==> src/hdl/iopm_pkg.sv <==
// Constants shared by the port mode select block and its pin slice.
// Assumes an APB master with 32-bit data and byte addresses.
package iopm_pkg;

  ////////////////////////////////////////////////////////////////////////////
  // Port geometry
  localparam int NUM_PORTS = 7;
  localparam int PORT_W = 8;
  localparam int ADDR_W = 16;
  localparam int PORT_A = 0;
  localparam int PORT_B = 1;
  localparam int PORT_C = 2;
  localparam int PORT_D = 3;
  localparam int PORT_E = 4;
  localparam int PORT_F = 5;
  localparam int PORT_G = 6;
  localparam int NUM_IMC_PORTS = 3;
  localparam logic [7:0] PORT_D_MASK = 8'h0f;
  localparam logic [7:0] JTAG_PIN_MASK = 8'h0f;

  ////////////////////////////////////////////////////////////////////////////
  // Register map: one 16-byte group per port, index in paddr[6:4]
  localparam int APB_AW = 8;
  localparam int PORT_IDX_LSB = 4;
  localparam int PORT_IDX_MSB = 6;
  localparam int REG_SEL_LSB = 2;
  localparam int REG_SEL_MSB = 3;
  localparam logic [1:0] REG_DATA_IN = 2'h0;
  localparam logic [1:0] REG_DATA_OUT = 2'h1;
  localparam logic [1:0] REG_DIRECTION = 2'h2;
  localparam logic [1:0] REG_MODE_CTRL = 2'h3;
  localparam logic [7:0] OFS_MEMORY_MAPPING_CONTROL = 8'h70;
  localparam logic [7:0] OFS_LATCHED_ADDR = 8'h74;
  localparam logic [7:0] OFS_IMC_AB = 8'h78;
  localparam logic [7:0] OFS_IMC_C = 8'h7c;
  localparam logic [2:0] LAST_PORT_IDX = 3'h6;
  localparam int PERIPHERAL_BUFFER_BIT = 7;

  ////////////////////////////////////////////////////////////////////////////
  // Reset values
  localparam logic [7:0] REG_RESET = 8'h00;
  localparam logic [7:0] OE_N_RESET = 8'hff;
  localparam logic [15:0] ADDR_RESET = 16'h0000;
  localparam logic [31:0] RDATA_RESET = 32'h00000000;

endpackage : iopm_pkg

==> src/hdl/iopm_port.sv <==
// One 8-pin port: pin synchroniser, output source mux and driver enable.
// Assumes all control inputs are on ref_clk; pinIn comes from the pads.
`timescale 1ns/1ps
module iopm_port #(
  parameter logic HAS_OE_TERM = 1'b0
) (
  input wire logic ref_clk,
  input wire logic sys_rst,
  input wire logic [7:0] pinIn,
  input wire logic [7:0] dataOut,
  input wire logic [7:0] direction,
  input wire logic [7:0] modeCtrl,
  input wire logic [7:0] addrCapable,
  input wire logic [7:0] addrByte,
  input wire logic [7:0] logicArraySel,
  input wire logic [7:0] macrocellOut,
  input wire logic [7:0] macrocellOe,
  input wire logic [7:0] altEn,
  input wire logic [7:0] altData,
  input wire logic altOe,
  output logic [7:0] pinOut,
  output logic [7:0] pinOeN,
  output logic [7:0] pinLevel
);

  logic [7:0] syncMeta;
  logic [7:0] oeTerm;
  logic [7:0] drive;
  logic [7:0] addrMode;
  logic [7:0] next_pinOut;
  logic [7:0] next_pinOeN;

  ////////////////////////////////////////////////////////////////////////////
  // Pad input: two flops before any logic
  always_ff @(posedge ref_clk or posedge sys_rst) begin
    if (sys_rst) begin
      syncMeta <= iopm_pkg::REG_RESET;
      pinLevel <= iopm_pkg::REG_RESET;
    end else begin
      syncMeta <= pinIn;
      pinLevel <= syncMeta;
    end
  end

  ////////////////////////////////////////////////////////////////////////////
  // Output select
  always_comb begin
    // Only some ports carry the array enable term into the driver
    oeTerm = HAS_OE_TERM ? (logicArraySel & macrocellOe) : 8'h00;
    drive = direction | oeTerm;
    addrMode = modeCtrl & addrCapable;
    next_pinOut = (addrMode & drive & addrByte)
      | (~addrMode & logicArraySel & macrocellOut)
      | (~addrMode & ~logicArraySel & dataOut);
    next_pinOeN = ~drive;
    next_pinOut = (altEn & altData) | (~altEn & next_pinOut);
    next_pinOeN = (altEn & {8{~altOe}}) | (~altEn & next_pinOeN);
  end

  always_ff @(posedge ref_clk or posedge sys_rst) begin
    if (sys_rst) begin
      pinOut <= iopm_pkg::REG_RESET;
      pinOeN <= iopm_pkg::OE_N_RESET;
    end else begin
      pinOut <= next_pinOut;
      pinOeN <= next_pinOeN;
    end
  end

endmodule : iopm_port

==> src/hdl/io_port_mode_select.sv <==
// Port mode select for ports A to G with APB register access.
// Assumes static configuration inputs held stable, logic-array signals on
// ref_clk, and host address and latch strobe arriving from pins.
`timescale 1ns/1ps

////////////////////////////////////////////////////////////////////////////
// Function
// - Configuration-fixed modes come from inputs only
// - Other modes change by register writes anytime
// - Zero mode bit on E,F,G gives processor I/O
// - A,B,C,F drive when direction or enable term
// - Output pin driven from data out register
// - Input pin level readable through data in
// - Ports A,B,C have no mode bits
// - Array output tri-states without enable or direction
// - Address out when enable or direction and mode
// - Address out on E,F,G; data/peripheral on F
// - Port F is data port for non-multiplexed bus
// - Test pins only on port E, three enables
// - Address byte mapping; non-multiplexed only port G
// - Mode bit one selects address output, default I/O
// - Peripheral buffer enabled by top mapping bit
// - Address inputs latched on address latch strobe
module io_port_mode_select (
  input wire logic ref_clk,
  input wire logic sys_rst,
  input wire logic psel,
  input wire logic penable,
  input wire logic pwrite,
  input wire logic [7:0] paddr,
  input wire logic [31:0] pwdata,
  output logic [31:0] prdata,
  output logic pready,
  output logic pslverr,
  input wire logic [6:0][7:0] portPinIn,
  output logic [6:0][7:0] portPinOut,
  output logic [6:0][7:0] portPinOeN,
  input wire logic [6:0][7:0] cfgLogicArray,
  input wire logic [6:0][7:0] macrocellOut,
  input wire logic [6:0][7:0] macrocellOe,
  input wire logic cfgMuxBus,
  input wire logic cfgPortGHigh,
  input wire logic [2:0] jtagEnable,
  input wire logic [15:0] hostAddr,
  input wire logic addressLatchStrobe,
  input wire logic [7:0] busWrData,
  input wire logic busDrive,
  input wire logic busWrite,
  input wire logic peripheralSelectA,
  input wire logic peripheralSelectB,
  output logic [7:0] portFBusData,
  output logic [2:0][7:0] inputMacrocell,
  output logic [15:0] latchedAddr
);

  logic [6:0][7:0] dataOutReg;
  logic [6:0][7:0] directionReg;
  logic [6:0][7:0] modeCtrlReg;
  logic memoryMappingControl;
  logic [6:0][7:0] next_dataOutReg;
  logic [6:0][7:0] next_directionReg;
  logic [6:0][7:0] next_modeCtrlReg;
  logic next_memoryMappingControl;
  logic [31:0] next_prdata;
  logic next_pready;
  logic next_pslverr;
  logic [6:0][7:0] pinLevel;
  logic [6:0][7:0] addrCapable;
  logic [6:0][7:0] addrByte;
  logic [6:0][7:0] altEn;
  logic [6:0][7:0] altData;
  logic [6:0] altOe;
  logic [15:0] addrMeta;
  logic [15:0] addrSync;
  logic strobeMeta;
  logic strobeSync;
  logic strobeLast;
  logic strobeFall;
  logic [15:0] next_latchedAddr;
  logic [2:0][7:0] next_inputMacrocell;
  logic jtagOn;
  logic periphMode;
  logic periphActive;
  logic [2:0] portIdx;
  logic [1:0] regSel;
  logic accessPhase;
  logic portHit;
  logic hasModeCtrl;
  logic [7:0] portMask;

  ////////////////////////////////////////////////////////////////////////////
  // Host address pins and strobe: two flops first
  always_ff @(posedge ref_clk or posedge sys_rst) begin
    if (sys_rst) begin
      addrMeta <= iopm_pkg::ADDR_RESET;
      addrSync <= iopm_pkg::ADDR_RESET;
      strobeMeta <= 1'b0;
      strobeSync <= 1'b0;
      strobeLast <= 1'b0;
    end else begin
      addrMeta <= hostAddr;
      addrSync <= addrMeta;
      strobeMeta <= addressLatchStrobe;
      strobeSync <= strobeMeta;
      strobeLast <= strobeSync;
    end
  end

  // Address is stable while the strobe is high; capture on its fall
  assign strobeFall = strobeLast & ~strobeSync;

  always_comb begin
    next_latchedAddr = latchedAddr;
    next_inputMacrocell = inputMacrocell;
    if (strobeFall) begin
      next_latchedAddr = addrSync;
      for (int p = 0; p < iopm_pkg::NUM_IMC_PORTS; p++) begin
        next_inputMacrocell[p] = pinLevel[p];
      end
    end
  end

  always_ff @(posedge ref_clk or posedge sys_rst) begin
    if (sys_rst) begin
      latchedAddr <= iopm_pkg::ADDR_RESET;
      inputMacrocell <= '0;
    end else begin
      latchedAddr <= next_latchedAddr;
      inputMacrocell <= next_inputMacrocell;
    end
  end

  ////////////////////////////////////////////////////////////////////////////
  // Mode routing from static configuration and the memoryMappingControl bit
  assign jtagOn = |jtagEnable;
  assign periphMode = memoryMappingControl;
  assign periphActive = peripheralSelectA | peripheralSelectB;

  always_comb begin
    addrCapable = '0;
    addrByte = '0;
    altEn = '0;
    altData = '0;
    altOe = '0;
    // Non-multiplexed hosts lose address out on E and F
    addrCapable[iopm_pkg::PORT_E] = {8{cfgMuxBus}};
    addrCapable[iopm_pkg::PORT_F] = {8{cfgMuxBus}};
    addrCapable[iopm_pkg::PORT_G] = 8'hff;
    addrByte[iopm_pkg::PORT_E] = latchedAddr[7:0];
    addrByte[iopm_pkg::PORT_F] = latchedAddr[7:0];
    // High byte on port G only makes sense for multiplexed hosts
    addrByte[iopm_pkg::PORT_G] = (cfgPortGHigh & cfgMuxBus) ? latchedAddr[15:8] : latchedAddr[7:0];
    // Test pins released from port logic while enabled
    altEn[iopm_pkg::PORT_E] = {8{jtagOn}} & iopm_pkg::JTAG_PIN_MASK;
    if (!cfgMuxBus) begin
      altEn[iopm_pkg::PORT_F] = 8'hff;
      altData[iopm_pkg::PORT_F] = busWrData;
      altOe[iopm_pkg::PORT_F] = busDrive;
    end else if (periphMode) begin
      altEn[iopm_pkg::PORT_F] = 8'hff;
      altData[iopm_pkg::PORT_F] = busWrData;
      altOe[iopm_pkg::PORT_F] = periphActive & busWrite;
    end
  end

  ////////////////////////////////////////////////////////////////////////////
  // Pin slices
  genvar gp;
  generate
    for (gp = 0; gp < iopm_pkg::NUM_PORTS; gp++) begin : g_port
      localparam logic OE_TERM = (gp == iopm_pkg::PORT_A) || (gp == iopm_pkg::PORT_B)
        || (gp == iopm_pkg::PORT_C) || (gp == iopm_pkg::PORT_F);
      iopm_port #(
        .HAS_OE_TERM(OE_TERM)
      ) u_port (
        .ref_clk(ref_clk),
        .sys_rst(sys_rst),
        .pinIn(portPinIn[gp]),
        .dataOut(dataOutReg[gp]),
        .direction(directionReg[gp]),
        .modeCtrl(modeCtrlReg[gp]),
        .addrCapable(addrCapable[gp]),
        .addrByte(addrByte[gp]),
        .logicArraySel(cfgLogicArray[gp]),
        .macrocellOut(macrocellOut[gp]),
        .macrocellOe(macrocellOe[gp]),
        .altEn(altEn[gp]),
        .altData(altData[gp]),
        .altOe(altOe[gp]),
        .pinOut(portPinOut[gp]),
        .pinOeN(portPinOeN[gp]),
        .pinLevel(pinLevel[gp])
      );
    end
  endgenerate

  assign portFBusData = pinLevel[iopm_pkg::PORT_F];

  ////////////////////////////////////////////////////////////////////////////
  // APB decode
  assign portIdx = paddr[iopm_pkg::PORT_IDX_MSB:iopm_pkg::PORT_IDX_LSB];
  assign regSel = paddr[iopm_pkg::REG_SEL_MSB:iopm_pkg::REG_SEL_LSB];
  // One wait state: pready rises on the second access cycle
  assign accessPhase = psel & penable & ~pready;
  assign portHit = (paddr[7] == 1'b0) && (portIdx <= iopm_pkg::LAST_PORT_IDX)
    && (paddr[1:0] == 2'b00);
  assign hasModeCtrl = (portIdx == 3'(iopm_pkg::PORT_E)) || (portIdx == 3'(iopm_pkg::PORT_F))
    || (portIdx == 3'(iopm_pkg::PORT_G));
  assign portMask = (portIdx == 3'(iopm_pkg::PORT_D)) ? iopm_pkg::PORT_D_MASK : 8'hff;

  ////////////////////////////////////////////////////////////////////////////
  // Register file
  always_comb begin
    next_dataOutReg = dataOutReg;
    next_directionReg = directionReg;
    next_modeCtrlReg = modeCtrlReg;
    next_memoryMappingControl = memoryMappingControl;
    next_prdata = prdata;
    next_pready = 1'b0;
    next_pslverr = 1'b0;
    if (accessPhase) begin
      next_pready = 1'b1;
      next_prdata = iopm_pkg::RDATA_RESET;
      if (portHit) begin
        case (regSel)
          iopm_pkg::REG_DATA_IN: begin
            next_prdata[7:0] = pinLevel[portIdx] & portMask;
          end
          iopm_pkg::REG_DATA_OUT: begin
            next_prdata[7:0] = dataOutReg[portIdx];
            if (pwrite) begin
              next_dataOutReg[portIdx] = pwdata[7:0] & portMask;
            end
          end
          iopm_pkg::REG_DIRECTION: begin
            next_prdata[7:0] = directionReg[portIdx];
            if (pwrite) begin
              next_directionReg[portIdx] = pwdata[7:0] & portMask;
            end
          end
          iopm_pkg::REG_MODE_CTRL: begin
            next_prdata[7:0] = modeCtrlReg[portIdx];
            if (pwrite && hasModeCtrl) begin
              next_modeCtrlReg[portIdx] = pwdata[7:0];
            end
          end
          default: begin
            next_pslverr = 1'b1;
          end
        endcase
      end else begin
        case (paddr)
          iopm_pkg::OFS_MEMORY_MAPPING_CONTROL: begin
            next_prdata[iopm_pkg::PERIPHERAL_BUFFER_BIT] = memoryMappingControl;
            if (pwrite) begin
              next_memoryMappingControl = pwdata[iopm_pkg::PERIPHERAL_BUFFER_BIT];
            end
          end
          iopm_pkg::OFS_LATCHED_ADDR: begin
            next_prdata[15:0] = latchedAddr;
          end
          iopm_pkg::OFS_IMC_AB: begin
            next_prdata[15:0] = {inputMacrocell[iopm_pkg::PORT_B], inputMacrocell[iopm_pkg::PORT_A]};
          end
          iopm_pkg::OFS_IMC_C: begin
            next_prdata[7:0] = inputMacrocell[iopm_pkg::PORT_C];
          end
          default: begin
            next_pslverr = 1'b1;
          end
        endcase
      end
    end
  end

  always_ff @(posedge ref_clk or posedge sys_rst) begin
    if (sys_rst) begin
      dataOutReg <= '0;
      directionReg <= '0;
      modeCtrlReg <= '0;
      memoryMappingControl <= 1'b0;
      prdata <= iopm_pkg::RDATA_RESET;
      pready <= 1'b0;
      pslverr <= 1'b0;
    end else begin
      dataOutReg <= next_dataOutReg;
      directionReg <= next_directionReg;
      modeCtrlReg <= next_modeCtrlReg;
      memoryMappingControl <= next_memoryMappingControl;
      prdata <= next_prdata;
      pready <= next_pready;
      pslverr <= next_pslverr;
    end
  end

endmodule : io_port_mode_select

==> config.mk <==
export PLATFORM = sky130hd
export DESIGN_NAME = io_port_mode_select
export DESIGN_NICKNAME = d
export VERILOG_FILES = /design/src/hdl/iopm_pkg.sv /design/src/hdl/iopm_port.sv /design/src/hdl/io_port_mode_select.sv
export SDC_FILE = /design/constraint.sdc
export NUM_CORES = 1
export LEC_CHECK = 0
export BUFFER_PORTS_ARGS = -buffer_cell sky130_fd_sc_hd__buf_2
export CORE_AREA = 3 3 195 197
export CTS_BUF_LIST = sky130_fd_sc_hd__clkbuf_8
export DETAILED_ROUTE_END_ITERATION = 10
export DIE_AREA = 0 0 198 200
export PLACE_DENSITY = 0.79
export SLEW_MARGIN = 20
export SYNTH_ARGS = -nofsm -noshare
export SYNTH_HDL_FRONTEND = slang
export SYNTH_SLANG_ARGS = --single-unit
==> constraint.sdc <==
create_clock -name ref_clk -period 20.3 [get_ports ref_clk]
set_input_delay 3.045 -clock ref_clk [delete_from_list [all_inputs] [get_ports ref_clk]]
set_output_delay 3.045 -clock ref_clk [all_outputs]
set_load 0.1 [all_outputs]
==> results of run 1 <==
-- cell type report --
cell class,instances,area [um2]
clock buffers,102,1400
clock inverters,43,280
fillers,2846,13900
inverters,27,109
multi-input cells,733,5810
flip-flops and latches,478,12000
well taps,468,586
repair buffers,449,2320
-- report_power, final --
group	internal, uW	switching, uW	leakage, uW
Combinational	73.7	289	0.00425
Clock	492	389	0.000970
Sequential	997	31.8	0.00594
Total	1560	710	0.0112
-- metrics by stage --
stage / cell area (um2) / utilization [%]
6_report: 22500 / 61.9
3_5_place_dp: 20800 / 57.2
2_1_floorplan: 18500 / -
5_1_grt: 22500 / 61.9
3_3_place_gp: 20800 / 57.2
4_1_cts: 22500 / 61.8
-- state kept, by name (all words and copies together) (netlist names), 16 cells and up --
name	cells
addrSync	16
directionReg	56
g_port.u_port.pinLevel	52
latchedAddr	16
dataOutReg	56
g_port.u_port.syncMeta	52
g_port.u_port.pinOeN	56
inputMacrocell	24
addrMeta	16
g_port.u_port.pinOut	56
modeCtrlReg	56
prdata	16
-- final timing paths --
path / end / slack (ns)
setup / recovery: modeCtrlReg[54] / 14.32
hold / removal: g_port[0].u_port.pinLevel[7] / 0.34
setup reg to reg: modeCtrlReg[54] / 17.69
hold reg to reg: g_port[0].u_port.pinLevel[7] / 0.34
max in group asynchronous: g_port[4].u_port.pinLevel[4] / 16.01
min in group asynchronous: dataOutReg[26] / 2.40
-- layout by cell type (no fill, tap or decap), types with 3 or more instances in the layout --
master     count
a21o_1         8
a21oi_1       50
a221oi_1      18
a22oi_1       43
a31oi_1       15
a32oi_1        5
a41oi_1        5
and2_1        13
and3_1         3
and3b_1        3
buf_2        428
buf_4         19
bufinv_16      3
clkbuf_8     102
clkinv_2       6
conb_1        16
dfrtp_1      422
dfstp_2       56
inv_1         54
inv_8          3
mux2_1         8
mux2_2       184
mux2_4         8
mux2i_1       48
mux4_2        11
nand2_1       85
nand2b_1       3
nand3_1       12
nor2_1        28
nor2b_1        4
nor3_1         7
nor3_4         4
o211ai_1       5
o21ai_0       79
o221ai_1       6
o22ai_1       11
o2bb2ai_1     10
o31ai_1        9
or3_1          4
-- per-layer routing --
| layer | wire length (um) | vias to the layer above | GRT usage (%) |
|---|---|---|---|
| li1 | - | 5647 | - |
| met1 | 21500 | 6502 | 35.5 |
| met2 | 27800 | 671 | 46.6 |
| met3 | 4990 | 153 | 7.99 |
| met4 | 2140 | 0 | 11.7 |
| met5 | 0 | - | 0 |
-- cells by family (layout without fill, tap and decap cells) --
group / count (synthesis) / count (layout) / synth area share [%]
and+or+nand+nor: 183 / 183 / 5.17
DFF: 478 / 478 / 65.3
AOI/OAI and AO/OA: 275 / 275 / 9.66
other: 1 / 16 / 0.0203
buffers and inverters: 140 / 621 / 3.57
muxes: 259 / 259 / 16.3
==> metrics.cfg, run 1 <==
[status]
status = completed

[clocking]
cts_hold_buf = 0
cts_sinks = 478
htreeDepth = 3
cts_max_path_buffers = 3
cts_tree = done
path_clk_slew_ns = 0.06
clkLatencyLatePin_ns = 0.64
cts_buffers = 79
post-cts-setup-buffers = 0
root_buffer = clkbuf_8
cts_resized = 0

[floorplan]
rows = 70
core_mm2 = 0.0364
die_h_um = 200
ios = 497
die_w_um = 198
start_util_pct = 50.6
die-area_mm2 = 0.0396

[sta]
period_share_pct = 29.5
max_slew_margin_pct = 26.0
max_freq_mhz = 167
tightestPinTransition_ns = 1.11
fin_ws_ns = 14.32
hold_ws_ns = 0.340
hold_viol_final = 0
maxSlewViolCount = 0
setup-tns-final_ns = 0
setup_viol_count_final = 0
rsz0062_at_grt = false
fin_skew_ns = 0.0374
period_minus_slack_ns = 5.98

[synth]
synthMostInstantiatedCell = dfrtp_1
yosysTopAreaCellShare_pct = 57.3
synth_edf_count = 0
synthArstFlopShare_pct = 100
synthTopCellsByCount = dfrtp_1 (422), mux2_2 (184), nand2_1 (85)
syn-instance-count = 1336
syn_area_mm2 = 0.0184
yosys_warnings = 0
syn_avg_cell_area_um2 = 13.8
yosys.area.top_type = dfrtp_1
synth_seq_area_share_pct = 65.3
ys.flop_type = dfrtp_1
synthTopCellsByArea = dfrtp_1 (57%), mux2_2 (11%), dfstp_2 (8.0%), mux2i_1 (2.6%), o21ai_0 (2.1%)
synth-seq-cells = 478
synth_cell_type_count = 59

[critical_path]
critPathKind = in2reg
worst-path-stages = 7
cp_slowest_stage_delay_ns = 0.74
r2r-start = pready
startpoint_type = input pin
crit_required_ns = 20.80
critical_path_buf_inv_count = 3
path_delay_family = simple AND/OR/NAND/NOR gates
r2r_cells = 5
critPathMostFrequentCell = buf_4
cp.arrival_ns = 6.48
worstPathMaxFanout = 38
critPathLaunch = paddr[5]
worstSetupEndpointType = register
crit_chain = buf_2, buf_4, nor2b_1, buf_4, nand2_1, nor3_2, mux2_2
slowest_stage = nor2b_1

[detailed_routing]
detail-route-antenna-nets = 0
wl_per_cell_um = 24.5
vias = 13000
routed_wl_um = 56400
dr.pass1.iters = 5
remaining_drc_errors = 0
vias_per_cell = 5.64
drtIter0Drc = 962

[hold_path]
hold_start = g_port[0].u_port.syncMeta[7]
hold_path_depth = 0
hp-class = reg2reg

[finish]
syn2layout_area_growth_pct = 22.3
n_antenna_cell = 0
drive_gt1_share_pct = 46.0
finalNonFillerCells = 2300
final_nets = 2071

[grt]
antenna_found_initial = 0
grt_max_degree = 148
grt_pass1_vias = 13700
grt_pass1_wl_um = 82500
grt_overflow = 0
groute.usage.overall_pct = 28.2

[power]
total_power_uw = 2270
leakage_uw = 0.0112
power.density_mw_per_mm2 = 101
ir_drop_uv = 98.8

[placement]
place_inst = 2154
port-buffer-count = 428
place_ws_ns = 13.71
dp_hpwl_um = 40600
gp_congestion = 0.941

[flow_run]
maxCapViolCount = 0

No activity file was read; power rests on OpenSTA's default activity.
==> run 2, diff against run 1 <==
--- a/config.mk
+++ b/config.mk
@@ -5,12 +5,13 @@
 export SDC_FILE = /design/constraint.sdc
 export NUM_CORES = 1
 export LEC_CHECK = 0
+export ABC_AREA = 1
 export BUFFER_PORTS_ARGS = -buffer_cell sky130_fd_sc_hd__buf_2
-export CORE_AREA = 3 3 195 197
+export CORE_MARGIN = 3
+export CORE_UTILIZATION = 54
 export CTS_BUF_LIST = sky130_fd_sc_hd__clkbuf_8
 export DETAILED_ROUTE_END_ITERATION = 10
-export DIE_AREA = 0 0 198 200
-export PLACE_DENSITY = 0.79
+export PLACE_DENSITY = 0.84
 export SLEW_MARGIN = 20
 export SYNTH_ARGS = -nofsm -noshare
 export SYNTH_HDL_FRONTEND = slang
==> constraint.sdc (replaced) <==
create_clock -name ref_clk -period 6.25 [get_ports ref_clk]
set_input_delay 0.9375 -clock ref_clk [delete_from_list [all_inputs] [get_ports ref_clk]]
set_output_delay 0.9375 -clock ref_clk [all_outputs]
set_load 0.1 [all_outputs]
==> metrics.cfg, run 2 <==
[status]
status = completed

[power]
power.density_mw_per_mm2 = 317
ir_drop_uv = 286
leakage_uw = 0.0117

[synth]
synth_cell_type_count = 32
synth-seq-cells = 478
yosys_warnings = 0
synthArstFlopShare_pct = 100
synthTopCellsByArea = dfrtp_1 (57%), nand2_1 (13%), dfstp_2 (7.9%), o21ai_0 (6.3%), inv_1 (3.7%)
synth_seq_area_share_pct = 64.6
yosysTopAreaCellShare_pct = 56.7
synth_edf_count = 0
syn-instance-count = 1982
syn_area_mm2 = 0.0186
synthMostInstantiatedCell = nand2_1
syn_avg_cell_area_um2 = 9.40
ys.flop_type = dfrtp_1
yosys.area.top_type = dfrtp_1
synthTopCellsByCount = nand2_1 (625), dfrtp_1 (422), o21ai_0 (235)

[placement]
port-buffer-count = 428
dp_hpwl_um = 43100
place_inst = 2766
gp_congestion = 0.988

[detailed_routing]
routed_wl_um = 58900
vias = 15600
wl_per_cell_um = 20.2
remaining_drc_errors = 0
vias_per_cell = 5.35
dr.pass1.iters = 5
drtIter0Drc = 1498
detail-route-antenna-nets = 0

[sta]
period_share_pct = 52.1
period_minus_slack_ns = 3.26
max_freq_mhz = 307
maxSlewViolCount = 0
rsz0062_at_grt = false
setup_viol_count_final = 0
tightestPinTransition_ns = 0.927
hold_ws_ns = 0.333
hold_viol_final = 0
setup-tns-final_ns = 0
fin_skew_ns = 0.0358
max_slew_margin_pct = 38.0

[clocking]
cts_hold_buf = 0
cts_max_path_buffers = 3
cts_sinks = 478
root_buffer = clkbuf_8
cts_tree = done
htreeDepth = 3
post-cts-setup-buffers = 0
cts_resized = 0
path_clk_slew_ns = 0.06
cts_buffers = 76
clkLatencyLatePin_ns = 0.64

[grt]
met2_usage_pct = 54.0
grt_max_degree = 132
grt-busiest-layer = met2
grt_pass1_wl_um = 87800
met1_usage_pct = 40.8
grt_overflow = 0
groute.usage.overall_pct = 32.1
grtUsageMet3_pct = 7.45
antenna_found_initial = 5
grt_pass1_vias = 15200

[finish]
drive_gt1_share_pct = 25.7
syn2layout_area_growth_pct = 21.4
mostFrequentLayoutCell = nand2_1
final_nets = 2701
fill_cells = 2632
finalNonFillerCells = 2909
final_cell_mix = nand2_1 (624), buf_2 (428), dfrtp_1 (422)

[floorplan]
rows = 67
die_h_um = 192
core_mm2 = 0.0338
die_w_um = 192
die-area_mm2 = 0.0368
start_util_pct = 55.1
ios = 497

[critical_path]
crit_required_ns = 6.77
slowest_stage = nor2_1
crit_chain = buf_2, inv_2, nand2_1, nor2_1, inv_1, nand2_1, o21ai_0
startpoint_type = input pin
worstPathMaxFanout = 43
cp_slowest_stage_delay_ns = 0.77
critPathMostFrequentCell = nand2_1
critPathKind = in2reg
cp.arrival_ns = 3.78
worstSetupEndpointType = register

[flow_run]
maxCapViolCount = 0

[hold_path]
hp-class = reg2reg

run 2: changes by cell type after synthesis, moves of 52 or more:
cell / previous run / this run
nor2_1: 28 / 98
mux2_2: 184 / 7
o21ai_0: 79 / 235
nand2_1: 85 / 625
inv_1: 27 / 185
nand3_1: 12 / 64
run 2: worst paths after layout:
path	from	to	slack (ns)	cells past startpoint
worst max-delay path	paddr[4]	directionReg[7]	2.99	7
worst min-delay path	addrMeta[1]	addrSync[1]	0.33	0
worst max register to register	pready	directionReg[7]	3.53	9
worst min register to register	addrMeta[1]	addrSync[1]	0.33	0
max in group asynchronous	sys_rst	g_port[0].u_port.pinOeN[0]	4.65	4
min in group asynchronous	sys_rst	g_port[3].u_port.syncMeta[2]	0.41	2
run 2: cells by family after synthesis:
family,share of synthesized area [%]
AND/OR/NAND/NOR,17.7
flip-flops,64.6
buffers and inverters,6.79
multiplexers,0.423
other,0.0201
AO/OA/AOI/OAI,10.4
run 2: stage by stage:
step | worst slack [ns] | power, uW | util (%) | instance area, um2
after floorplan | -1.12 | 4170 | - | 18700
after global placement | 2.46 | 4470 | 62.0 | 21000
after detailed placement | 2.43 | 4480 | 62.0 | 21000
after CTS | 3.08 | 7200 | 66.7 | 22500
after global routing | 2.77 | 7440 | 66.9 | 22600
final | 2.99 | 7170 | 66.9 | 22600
run 2: layout make-up:
class	count	area, um2	share of cell area [%]
clock inverters	40	228	1.01
clock buffers	99	1360	6.03
repair buffers	440	2310	10.2
diodes	2	5.00	0.0221
multi-input cells	1211	5390	23.8
flip-flops and latches	478	12000	53.2
well taps	448	561	2.48
inverters	191	721	3.19
run 2: power breakdown:
| group | internal [uW] | switching, uW | total, uW |
|---|---|---|---|
| Clock | 1500 | 1220 | 2730 |
| Sequential | 3230 | 79.7 | 3310 |
| Combinational | 185 | 948 | 1130 |
run 2: layer usage:
metal  part of all wire, %  vias up
met5                 0.059        -
li1                      -     7097
met4                   3.1        6
met3                   9.4      128
met2                    49      822
met1                    38     7520
run 2: critical path, delay by kind of cell:
family,cells,cell delay (ns)
buffers and inverters,3,1.37
AOI/OAI and AO/OA,1,0.08
and+or+nand+nor,3,1.36
==> run 3, diff against run 2 <==
==> constraint.sdc (replaced) <==
create_clock -name ref_clk -period 3.4 [get_ports ref_clk]
set_input_delay 0.51 -clock ref_clk [delete_from_list [all_inputs] [get_ports ref_clk]]
set_output_delay 0.51 -clock ref_clk [all_outputs]
set_load 0.1 [all_outputs]
==> metrics.cfg, run 3 (synthesized netlist as in run 2, its figures left out) <==
[status]
status = completed

[clocking]
path_clk_slew_ns = 0.07
cts_max_path_buffers = 3
root_buffer = clkbuf_8
cts_tree = done
htreeDepth = 3
cts_sinks = 478
cts_buffers = 75
clkLatencyLatePin_ns = 0.65
post-cts-setup-buffers = 0

[critical_path]
worstSetupEndpointType = register
worstPathMaxFanout = 15
critPathKind = in2reg
cp_slowest_stage_delay_ns = 0.52
critPathLaunch = paddr[1]
r2r_slack_ns = 1.07
slowest_stage = nor2_1
path_delay_family = simple AND/OR/NAND/NOR gates
crit_required_ns = 3.91
critPathMostFrequentCell = nor2_1
startpoint_type = input pin
crit_chain = buf_2, nor2_1, nand2_1, nor2_1, inv_2, nor2_4, nand2_4, nor2_1, inv_1, nand2_1, o21ai_0
critical_path_buf_inv_count = 3
cp.arrival_ns = 2.88
r2r-start = pready

[grt]
grt_max_degree = 139
grt_pass1_wl_um = 92800
antenna_found_initial = 5
grt_pass1_vias = 16200
grt_overflow = 0
groute.usage.overall_pct = 33.9

[sta]
max_slew_margin_pct = 33.8
maxSlewViolCount = 0
rsz0062_at_grt = false
hold_ws_ns = 0.0367
tightestPinTransition_ns = 0.989
setup_viol_count_final = 0
max_freq_mhz = 423
period_share_pct = 69.6
period_minus_slack_ns = 2.37
hold_viol_final = 0
fin_skew_ns = 0.0293

[placement]
dp_hpwl_um = 43700
gp_congestion = 0.975
port-buffer-count = 428

[finish]
syn2layout_area_growth_pct = 26.8
final_nets = 2811
final_cell_mix = nand2_1 (624), buf_2 (428), dfrtp_1 (422)
drive_gt1_share_pct = 25.3
mostFrequentLayoutCell = nand2_1
fill_cells = 2461

[detailed_routing]
routed_wl_um = 62300
vias = 16300
wl_per_cell_um = 20.7
dr.pass1.iters = 6
vias_per_cell = 5.39
drtIter0Drc = 1593
remaining_drc_errors = 0
detail-route-antenna-nets = 0

[floorplan]
die-area_mm2 = 0.0368
start_util_pct = 55.1
die_w_um = 192
ios = 497
rows = 67
core_mm2 = 0.0338
die_h_um = 192

[power]
total_power_uw = 13300
leakage_uw = 0.0121
ir_drop_uv = 514
power.density_mw_per_mm2 = 563

[hold_path]
hp-class = in2reg
hold_start = cfgLogicArray[3]

[flow_run]
maxCapViolCount = 0

## run 3: worst register-to-register path: stages (launching register included)
cell     delay, ns
dfrtp_1       0.39
nor2_1        0.15
nand2_1       0.23
nor2_4        0.29
nand2_4       0.15
nor2_1        0.52
inv_1         0.24
nand2_1       0.12
o21ai_0       0.10
## run 3: report_power, final
| part | internal (uW) | switching (uW) |
|---|---|---|
| Sequential | 5940 | 157 |
| Combinational | 417 | 1770 |
| Clock | 2670 | 2350 |
| Total | 9020 | 4270 |
## run 3: final timing paths
| check | endpoint | depth (start not counted) |
|---|---|---|
| worst min-delay path | g_port[0].u_port.pinOeN[3] | 2 |
| max in group asynchronous | addrSync[14] | 4 |
| worst max register to register | directionReg[21] | 8 |
| worst max-delay path | directionReg[21] | 11 |
| min in group asynchronous | directionReg[8] | 3 |
| worst min register to register | g_port[2].u_port.pinLevel[0] | 0 |
## run 3: metal layers
metal	GRT usage, %	part of all wire (%)	up-vias
met5	0	0.066	-
li1	-	-	7320
met4	15.8	4.8	6
met1	41.4	37	7800
met2	56.4	49	941
met3	8.87	9.4	193
## run 3: timing repair
action | in CTS | in global routing
gates resized for setup | 0 | 0
hold buffers | 95 | 0
hold endpoints to repair | 98 | 0
## run 3: layout make-up
type	instances	area, um2	share of cell area [%]
Clock buffer	97	1340	5.65
Sequential cell	478	12000	50.9
Multi-Input combinational cell	1211	5390	22.8
Antenna cell	2	5.00	0.0212
Timing Repair Buffer	551	3350	14.2
Tap cell	448	561	2.37
Inverter	191	721	3.05
Clock inverter	39	226	0.959
## run 3: metrics by stage
stage	instances	cell area [um2]	worst slack (ns)	TNS, ns	utilization, %
global placement	2784	21100	0.584	0	62.5
global route	3017	23600	0.815	0	69.9
finish	3017	23600	1.03	0	69.9
detailed placement	2784	21100	0.493	0	62.5
floorplan	1997	18700	-3.54	-1592.42	-
CTS	3015	23600	1.09	0	69.9
